===== src/trc_defines.vh =====
// Constants for the thermal restart control block
`ifndef TRC_DEFINES_VH
`define TRC_DEFINES_VH

// ----------------------------------------
// Register addresses
// ----------------------------------------
`define TRC_ADDR_W 16
`define TRC_ADDR_OPT1 16'h1802
`define TRC_ADDR_TEST 16'h180f
`define TRC_ADDR_IRQ_STAT 16'h1810
`define TRC_ADDR_IRQ_MASK 16'h1811

// ----------------------------------------
// Field positions
// ----------------------------------------
`define TRC_BIT_ENABLE 3
`define TRC_BIT_HSEL 2
`define TRC_BIT_ARMED 0
`define TRC_NUM_EVT 4
`define TRC_EVT_SHUTDOWN 0
`define TRC_EVT_RESTART 1
`define TRC_EVT_ARM 2
`define TRC_EVT_DISARM 3

// ----------------------------------------
// Reset values and vector
// ----------------------------------------
`define TRC_ARMED_RST 1'b1
`define TRC_RST_VECTOR 16'hdffe
`define TRC_RST_PULSE_CYC 4'h8

// ----------------------------------------
// Sequencer states
// ----------------------------------------
`define TRC_ST_RUN 2'h0
`define TRC_ST_STOP 2'h1
`define TRC_ST_RESTART 2'h2

`endif


===== src/trc_thermal_restart.v =====
// Thermal restart control: shutdown, arming, restart reset and wake-up gating
// What this block does
// Enable bit 3 at 0x1802 powers unit
// Any reset clears the enable bit
// Select bit picks low or high threshold
// Any reset clears the select bit
// Enabled and threshold reached enters deepest stop
// Recovery resets core, vector at 0xdffe
// No restart unless first armed outside range
// Armed flag readable at bit 0, 0x180f
// Any reset sets armed flag
// Armed one: restart on recovery when enabled
// Armed zero: writes setting enable ignored
// Arm on rearm crossing, disarm on recovery
// Shutdown suppresses wake-up interrupt and reset
// Wake-up counters keep running when suppressed
// Comparator crossings arrive as synchronised inputs
`timescale 1ns/10ps
`include "trc_defines.vh"
module trc_thermal_restart (
  input wire clk,
  input wire rst,
  input wire ce,
  input wire [15:0] reg_addr,
  input wire [7:0] reg_wdata,
  input wire reg_wr,
  input wire reg_rd,
  output reg [7:0] reg_rdata,
  input wire temp_low_shutdown,
  input wire temp_high_shutdown,
  input wire temp_rearm_cross,
  input wire temp_recovery_cross,
  input wire wake_irq_in,
  input wire wake_rst_in,
  output wire wake_irq_out,
  output wire wake_rst_out,
  output reg stop_req,
  output reg core_rst_req,
  output wire [15:0] rst_vector,
  output wire irq
);

  // ----------------------------------------
  // Comparator inputs
  // ----------------------------------------
  wire [3:0] temp_sync;
  trc_sync3 #(.W(4)) u_sync (
    .clk(clk),
    .rst(rst),
    .ce(ce),
    .d_in({temp_recovery_cross, temp_rearm_cross, temp_high_shutdown, temp_low_shutdown}),
    .q_out(temp_sync)
  );
  wire low_hit = temp_sync[0];
  wire high_hit = temp_sync[1];
  wire rearm_hit = temp_sync[2];
  wire recov_hit = temp_sync[3];

  // ----------------------------------------
  // Registers
  // ----------------------------------------
  reg enable_r;
  reg hsel_r;
  reg armed_r;
  reg rearm_d_r;
  reg recov_d_r;
  reg [1:0] state_r;
  reg [1:0] state_nxt;
  reg [3:0] pulse_cnt_r;
  reg [`TRC_NUM_EVT-1:0] stat_r;
  reg [`TRC_NUM_EVT-1:0] mask_r;
  wire [`TRC_NUM_EVT-1:0] evt;

  wire wr_opt = reg_wr && (reg_addr == `TRC_ADDR_OPT1);
  wire wr_stat = reg_wr && (reg_addr == `TRC_ADDR_IRQ_STAT);
  wire wr_mask = reg_wr && (reg_addr == `TRC_ADDR_IRQ_MASK);

  // Selected shutdown level for the chosen extreme
  wire shut_hit = hsel_r ? high_hit : low_hit;
  wire rearm_rise = rearm_hit && !rearm_d_r;
  wire recov_rise = recov_hit && !recov_d_r;

  // ----------------------------------------
  // Option bits and armed flag
  // ----------------------------------------
  always @(posedge clk) begin
    if (rst) begin
      enable_r <= 1'b0;
      hsel_r <= 1'b0;
      armed_r <= `TRC_ARMED_RST;
      rearm_d_r <= 1'b0;
      recov_d_r <= 1'b0;
    end else if (ce) begin
      rearm_d_r <= rearm_hit;
      recov_d_r <= recov_hit;
      if (wr_opt) begin
        hsel_r <= reg_wdata[`TRC_BIT_HSEL];
        // Clearing always works; setting needs the armed flag
        if (!reg_wdata[`TRC_BIT_ENABLE] || armed_r) begin
          enable_r <= reg_wdata[`TRC_BIT_ENABLE];
        end
      end
      // Arming wins if both crossings land together
      if (rearm_rise) begin
        armed_r <= 1'b1;
      end else if (recov_rise) begin
        armed_r <= 1'b0;
      end
    end
  end

  // ----------------------------------------
  // Shutdown and restart sequencer
  // ----------------------------------------
  always @* begin
    state_nxt = state_r;
    case (state_r)
      `TRC_ST_RUN: begin
        if (enable_r && shut_hit) begin
          state_nxt = `TRC_ST_STOP;
        end
      end
      `TRC_ST_STOP: begin
        // Only an armed unit may leave stop through a reset
        if (enable_r && armed_r && recov_rise) begin
          state_nxt = `TRC_ST_RESTART;
        end else if (!enable_r) begin
          state_nxt = `TRC_ST_RUN;
        end
      end
      `TRC_ST_RESTART: begin
        if (pulse_cnt_r == `TRC_RST_PULSE_CYC) begin
          state_nxt = `TRC_ST_RUN;
        end
      end
      default: begin
        state_nxt = `TRC_ST_RUN;
      end
    endcase
  end

  always @(posedge clk) begin
    if (rst) begin
      state_r <= `TRC_ST_RUN;
      pulse_cnt_r <= 4'h0;
      stop_req <= 1'b0;
      core_rst_req <= 1'b0;
    end else if (ce) begin
      state_r <= state_nxt;
      if (state_r == `TRC_ST_RESTART) begin
        pulse_cnt_r <= pulse_cnt_r + 4'h1;
      end else begin
        pulse_cnt_r <= 4'h0;
      end
      stop_req <= (state_nxt == `TRC_ST_STOP);
      core_rst_req <= (state_nxt == `TRC_ST_RESTART);
    end
  end

  // Core fetches its start address from this vector after restart
  assign rst_vector = `TRC_RST_VECTOR;

  // ----------------------------------------
  // Wake-up timer gating
  // ----------------------------------------
  // Only outputs are gated; the timer's counters live outside and keep running
  wire shut_active = (state_r == `TRC_ST_STOP);
  assign wake_irq_out = wake_irq_in && !shut_active;
  assign wake_rst_out = wake_rst_in && !shut_active;

  // ----------------------------------------
  // Event status and interrupt
  // ----------------------------------------
  assign evt[`TRC_EVT_SHUTDOWN] = (state_r == `TRC_ST_RUN) && (state_nxt == `TRC_ST_STOP);
  assign evt[`TRC_EVT_RESTART] = (state_r == `TRC_ST_STOP) && (state_nxt == `TRC_ST_RESTART);
  assign evt[`TRC_EVT_ARM] = rearm_rise && !armed_r;
  assign evt[`TRC_EVT_DISARM] = recov_rise && !rearm_rise && armed_r;

  always @(posedge clk) begin
    if (rst) begin
      stat_r <= 4'h0;
      mask_r <= 4'h0;
    end else if (ce) begin
      // New events win over a write-one clear in the same cycle
      stat_r <= (stat_r & ~(wr_stat ? reg_wdata[3:0] : 4'h0)) | evt;
      if (wr_mask) begin
        mask_r <= reg_wdata[3:0];
      end
    end
  end

  assign irq = |(stat_r & mask_r);

  // ----------------------------------------
  // Read port
  // ----------------------------------------
  always @(posedge clk) begin
    if (rst) begin
      reg_rdata <= 8'h00;
    end else if (ce) begin
      reg_rdata <= 8'h00;
      if (reg_rd) begin
        case (reg_addr)
          `TRC_ADDR_OPT1: begin
            reg_rdata[`TRC_BIT_ENABLE] <= enable_r;
            reg_rdata[`TRC_BIT_HSEL] <= hsel_r;
          end
          `TRC_ADDR_TEST: begin
            reg_rdata[`TRC_BIT_ARMED] <= armed_r;
          end
          `TRC_ADDR_IRQ_STAT: begin
            reg_rdata <= {4'h0, stat_r};
          end
          `TRC_ADDR_IRQ_MASK: begin
            reg_rdata <= {4'h0, mask_r};
          end
          default: begin
            reg_rdata <= 8'h00;
          end
        endcase
      end
    end
  end
endmodule


===== src/trc_sync3.v =====
// Three-stage input synchroniser with agreement filter
`timescale 1ns/10ps
module trc_sync3 #(
  parameter W = 4
) (
  input wire clk,
  input wire rst,
  input wire ce,
  input wire [W-1:0] d_in,
  output reg [W-1:0] q_out
);
  reg [W-1:0] s1_r;
  reg [W-1:0] s2_r;
  reg [W-1:0] s3_r;
  genvar i;
  generate
    for (i = 0; i < W; i = i + 1) begin : g_bit
      always @(posedge clk) begin
        if (rst) begin
          s1_r[i] <= 1'b0;
          s2_r[i] <= 1'b0;
          s3_r[i] <= 1'b0;
          q_out[i] <= 1'b0;
        end else if (ce) begin
          s1_r[i] <= d_in[i];
          s2_r[i] <= s1_r[i];
          s3_r[i] <= s2_r[i];
          // Accept a change only once stages two and three agree
          if (s2_r[i] == s3_r[i]) begin
            q_out[i] <= s3_r[i];
          end
        end
      end
    end
  endgenerate
endmodule


===== config.mk =====
export PLATFORM = sky130hd
export DESIGN_NAME = trc_thermal_restart
export DESIGN_NICKNAME = d
export VERILOG_FILES = /design/src/trc_thermal_restart.v /design/src/trc_sync3.v
export VERILOG_INCLUDE_DIRS = /design/src
export SDC_FILE = /design/constraint.sdc
export NUM_CORES = 1
export LEC_CHECK = 0
export BUFFER_PORTS_ARGS = -buffer_cell sky130_fd_sc_hd__buf_2
export CORE_MARGIN = 10
export CORE_UTILIZATION = 45
export CTS_CLUSTER_DIAMETER = 40
export CTS_CLUSTER_SIZE = 10
export DETAILED_ROUTE_END_ITERATION = 6
export PLACE_DENSITY = 0.74
export SLEW_MARGIN = 40
export SYNTH_ARGS = -nofsm -noshare
export SYNTH_HDL_FRONTEND = slang
export SYNTH_SLANG_ARGS = --single-unit

===== constraint.sdc =====
create_clock -name clk -period 1.6 [get_ports clk]
set_input_delay 0.08 -clock clk [delete_from_list [all_inputs] [get_ports clk]]
set_output_delay 0.08 -clock clk [all_outputs]
set_load 0.05 [all_outputs]

Yosys cells after proc, flatten, opt, wreduce, memory -nomap -nowiden

Cells that the tools add are included.

Register bits: 45
Latch bits: 0
Bits in writable memories: 0
Memory bits (read-only): 0
Bits of input ports: 35
Output and inout bits: 29
Word-level logic and storage cells: 93
Memories: 0

$add $sub $neg: 1
Multiply operators: 0
Divide/modulo/power cells: 0
Order comparisons: 0
Equal/unequal tests: 13
Shift-type cells: 0
Muxes and demuxes: 14
Bitwise gates (word level): 4
Reductions and logical operators: 33

Operators by type and width:

| kind                                                  | number |
|---|---|
| equality test 16 x 13 -> 1 bit, second input constant | 4 |
| logical AND 1 bit                                     | 15 |
| AND reduction 2 bit                                   | 7 |
| 2-to-1 mux 4 bit                                      | 3 |
| one-hot mux 2 bit (3 select lines)                    | 2 |
| AND 4 bit                                             | 2 |
| 2-to-1 mux 2 bit                                      | 4 |
| zero test 1 bit                                       | 6 |
| adder 4 x 1 -> 4 bit, second input constant           | 1 |
| equality test 1 bit                                   | 4 |
| equality test 2 x 1 -> 1 bit, second input constant   | 2 |
| equality test 2 bit, second input constant            | 2 |
| equality test 4 bit, second input constant            | 1 |
| NOT 4 bit                                             | 1 |
| bitwise OR 4 bit                                      | 1 |
| OR reduction 4 bit                                    | 1 |
| 2-to-1 mux 1 bit                                      | 3 |
| one-hot mux 1 bit (3 select lines)                    | 1 |
| AND reduction 3 bit                                   | 1 |
| zero test 2 bit                                       | 1 |
| one-hot mux 1 bit (2 select lines)                    | 1 |
| nonzero test 2 bit                                    | 1 |
| logical OR 1 bit                                      | 1 |

Longest topological paths before layout

Word-level depth: 8
Depth in mapped cells: 6
Depth with buffers taken out: 5

Hierarchy

Synthesis repeated with hierarchy kept, for this count alone.

Cell total of the unflattened synthesis: 242
Area, all modules: 2184.6 um^2

By module, submodules not included:

| module              | times used | cells an instance | area an instance (um^2) |
|---|---|---|---|
| trc_thermal_restart | 1          | 178               | 1483.9 |
| trc_sync3           | 1          | 64                | 700.7 |

Worst setup path before layout

Ideal clock, no wire load.

Path kind: input to register
Start: input port reg_addr[9]
End: register stat_r[1]
Setup time: 132 ps
Data arrival time: 1538 ps
Path slack: -71 ps
Stages on the path: 5
Path buffers: 1
Cells stage by stage: or4b_4 -> or4_4 -> buf_6 -> o41ai_2 -> a21oi_1

Cells in the longest elaborated chain, start to end: 6

Ends and longest elaborated chain:

| item                           | RTL line                  | RTL |
|---|---|---|
| from (decl)                    | trc_thermal_restart.v:24  | `input wire [15:0] reg_addr,` |
| equality test 16 x 13 -> 1 bit | -                         |  |
| logical AND 1 bit              | trc_thermal_restart.v:75  | `` wire wr_stat = reg_wr && (reg_addr == `TRC_ADDR_IRQ_STAT); `` |
| 2-to-1 mux 4 bit               | trc_thermal_restart.v:185 | `stat_r <= (stat_r & ~(wr_stat ? reg_wdata[3:0] : 4'h0)) \| evt;` |
| NOT 4 bit                      | trc_thermal_restart.v:185 |  |
| AND 4 bit                      | trc_thermal_restart.v:185 |  |
| bitwise OR 4 bit               | trc_thermal_restart.v:185 |  |
| to (signal assigned)           | trc_thermal_restart.v:185 |  |
| to (decl)                      | trc_thermal_restart.v:70  | `` reg [`TRC_NUM_EVT-1:0] stat_r; `` |

No other way between the ends.
A chain may end at the register's enable or synchronous reset.

Worst setup path in the final report

Start: input port reg_addr[5]
End: register stat_r[0]

The elaborated chain is that of the path after synthesis.

==> qor.yml <==
placed_area_sq_mm: 0.00224
ys_seq_area_share_pct: 40.0
cts_inserted_buffers: 5
postRouteAntennaNets: 0
final_nets: 309
rsz0062_at_grt: "no"
route.vias.total: 1686
power_density_mw_per_mm2: 827
clock_latency_ns: 0.29
die_y_microns: 87.5
min_path_cells: 3
hold_end: "u_sync.s1_r[3]$_SDFFE_PP0P_"
yosysWarningCount: 0
finalCriticalPeriod_ns: 1.48
grt.overflow.total: 0
cp_top_family: "simple AND/OR/NAND/NOR gates"
finClkSkew_ns: 0.00534
htreeDepth: 2
cp_slowest_stage_delay_ns: 0.62
end_kind: "flip-flop"
leakage_uw: 0.000992
firstDrtPassIters: 4
synth.most_common_cell: "dfxtp_1"
critPathKind: "input pin to flip-flop"
grt_pass1_vias: 1615
p_sw_share_pct: 26.8
core_area_sq_mm: 0.00438
routed_wl_mm: 4.57
required_ns: 1.77
r2r_slack_ns: 0.31
crit_slowest_cell: "or4_4"
async_flop_share_pct: 0
drcViolationCount: 0
post-cts-setup-buffer-count: 0
cp_max_fo: 10
setup_viol: 0
path_buf_inv: 1
antenna_found_initial: 0
reg2regPathDepth: 4
worstHoldStart: "temp_recovery_cross"
ys_top_cells_by_count: "dfxtp_1 (41), buf_4 (20), nor2_1 (20)"
gp_congestion: 0.804
arrival_ns: 1.65
vdd_drop_max_v: 0.000406
port_buffers: 39
max_freq_ghz: 0.673
critPathLaunchType: "input pin"
syn_avg_cell_area_sq_um: 8.81
dieWidth_microns: 87.5
drv_slew: 0
power_switching_uw: 516
drive_gt1_share_pct: 24.9
drv_cap: 0
grt_max_degree: 42
finalHoldViolations: 0
syn2layout_area_growth_pct: 13.2
die-area_sq_mm: 0.00766
wl_per_cell_microns: 14.1
fin_area_sq_mm: 0.00232
grt_usage_pct: 11.9
dp_slack_ns: -0.203
clock-sinks: 41
cts_tree: "built"
intPower_uw: 1410
antenna_cells: 0
yosys.area.top_type: "dfxtp_1"
clock_path_buffers: 2
clock_power_share_pct: 32.7
synth_cell_types: 45
worstReg2RegStart: "hsel_r$_SDFFE_PP0P_"
io_pins: 64
initial_core_util_pct: 46.8
tns_ns: 0
synth-main-ff-cell: "dfxtp_1"
synth_area_sq_mm: 0.00205
synth_edf_count: 0
synth_top_area_share_pct: 40.0
synth_cells: 233
grt_pass1_wl_mm: 7.48
num_rows: 24
p_seq_share_pct: 54.0
cts_root_buf: "clkbuf_8"
ys_top_cells_by_area: "dfxtp_1 (40%), mux2i_1 (7.8%), buf_4 (7.3%)"
pwr-share-comb_pct: 13.3
ctsHoldBuffers: 0
outcome: "finished, final reports clean"
hold_class: "input pin to flip-flop"
fin_crit_sh_pct: 92.8
path_cells: "buf_2 -> or4b_4 -> or4_4 -> o41ai_2 -> a21oi_1"
ys_ff_latch: 41
layout_setup_ws_ns: 0.115
cts.repair.resized: 0
hpwl_mm: 3.41
r2r_end: "stat_r[0]$_SDFFE_PP0P_"
vias_per_cell: 5.19
clk_pin_slew_worst_paths_ns: 0.07
first_iter_violations: 110
[registers in the layout, summed over array words and instances (netlist names), 2 cells and up]
signal	flops
mask_r	4
pulse_cnt_r	4
reg_rdata	4
stat_r	4
u_sync.q_out	4
u_sync.s1_r	4
u_sync.s2_r	4
u_sync.s3_r	4
state_r	2
[kinds of logic (layout without fill, tap and decap cells)]
| family | after synthesis | in the layout | share of synthesized area, % |
|---|---|---|---|
| multiplexers | 18 | 18 | 8.90 |
| XOR/XNOR | 2 | 2 | 0.854 |
| AO/OA/AOI/OAI | 51 | 51 | 17.2 |
| flip-flops | 41 | 41 | 40.0 |
| AND/OR/NAND/NOR | 73 | 73 | 19.3 |
| buffers and inverters | 44 | 66 | 12.1 |
| other | 2 | 20 | 0.366 |
| adder cells (fa/ha/maj) | 2 | 2 | 1.22 |
[cells in the final DEF (no fill, tap or decap), drive strengths merged, types with 2 or more instances in the layout]
cell type and count:
ha 2, nand2b 3, or2 2, buf 48, nor2 20, clkbuf 8, o41ai 4, or3 2
nor3 3, a21o 3, conb 20, a21oi 19, nand4b 2, o32ai 2, or4b 6, inv 10
a22oi 5, dfxtp 41, mux2 2, a211oi 2, o21ai 9, xor2 2, and3b 2, nor4 2
nand2 18, mux2i 16, and2 3, nand3 5
[stage by stage]
stage	util (%)	cells	hold WS [ns]	power [uW]
3_3_place_gp	51.2	317	0.314	1310
3_5_place_dp	51.2	317	0.322	1310
4_1_cts	53.0	325	0.0190	1940
6_report	53.0	325	0.0277	1920
5_1_grt	53.0	325	0.0501	2010
2_1_floorplan	-	251	0.227	1290
[cell type report]
cell class | instances | area [sq um]
multi-input cells | 166 | 1060
fillers | 426 | 2060
well taps | 52 | 65.1
clock buffers | 8 | 80.1
inverters | 10 | 37.5
flip-flops and latches | 41 | 821
repair buffers | 48 | 263
[tightest hold or removal path, stage by stage]
cell,delay [ns]
buf_2,0.07
mux2i_1,0.05
nor2_1,0.07
[metal layers]
layer,track usage (%),routed length [microns]
met1,14.2,2070
met2,19.6,2110
met3,3.09,324
met4,5.51,61
met5,0,0
[power groups by stage]
stage	sequential, uW	clock, uW	combinational [uW]
final	1040	628	255
after global placement	1060	0	250
after CTS	1040	650	252
after detailed placement	1060	0	252
after floorplan	1060	0	229
after global routing	1040	698	274
[worst max-delay path by stage]
stage                start                     end  cells past startpoint
6_report       reg_addr[5]  stat_r[0]$_SDFFE_PP0P_                      5
3_3_place_gp   reg_addr[5]  stat_r[0]$_SDFFE_PP0P_                      5
5_1_grt        reg_addr[5]  mask_r[2]$_SDFFE_PP0P_                      5
3_5_place_dp   reg_addr[5]  stat_r[1]$_SDFFE_PP0P_                      5
4_1_cts        reg_addr[5]  stat_r[0]$_SDFFE_PP0P_                      5
2_1_floorplan  reg_addr[5]  stat_r[0]$_SDFFE_PP0P_                      5
Note: power is estimated with default switching activity, not from simulation.
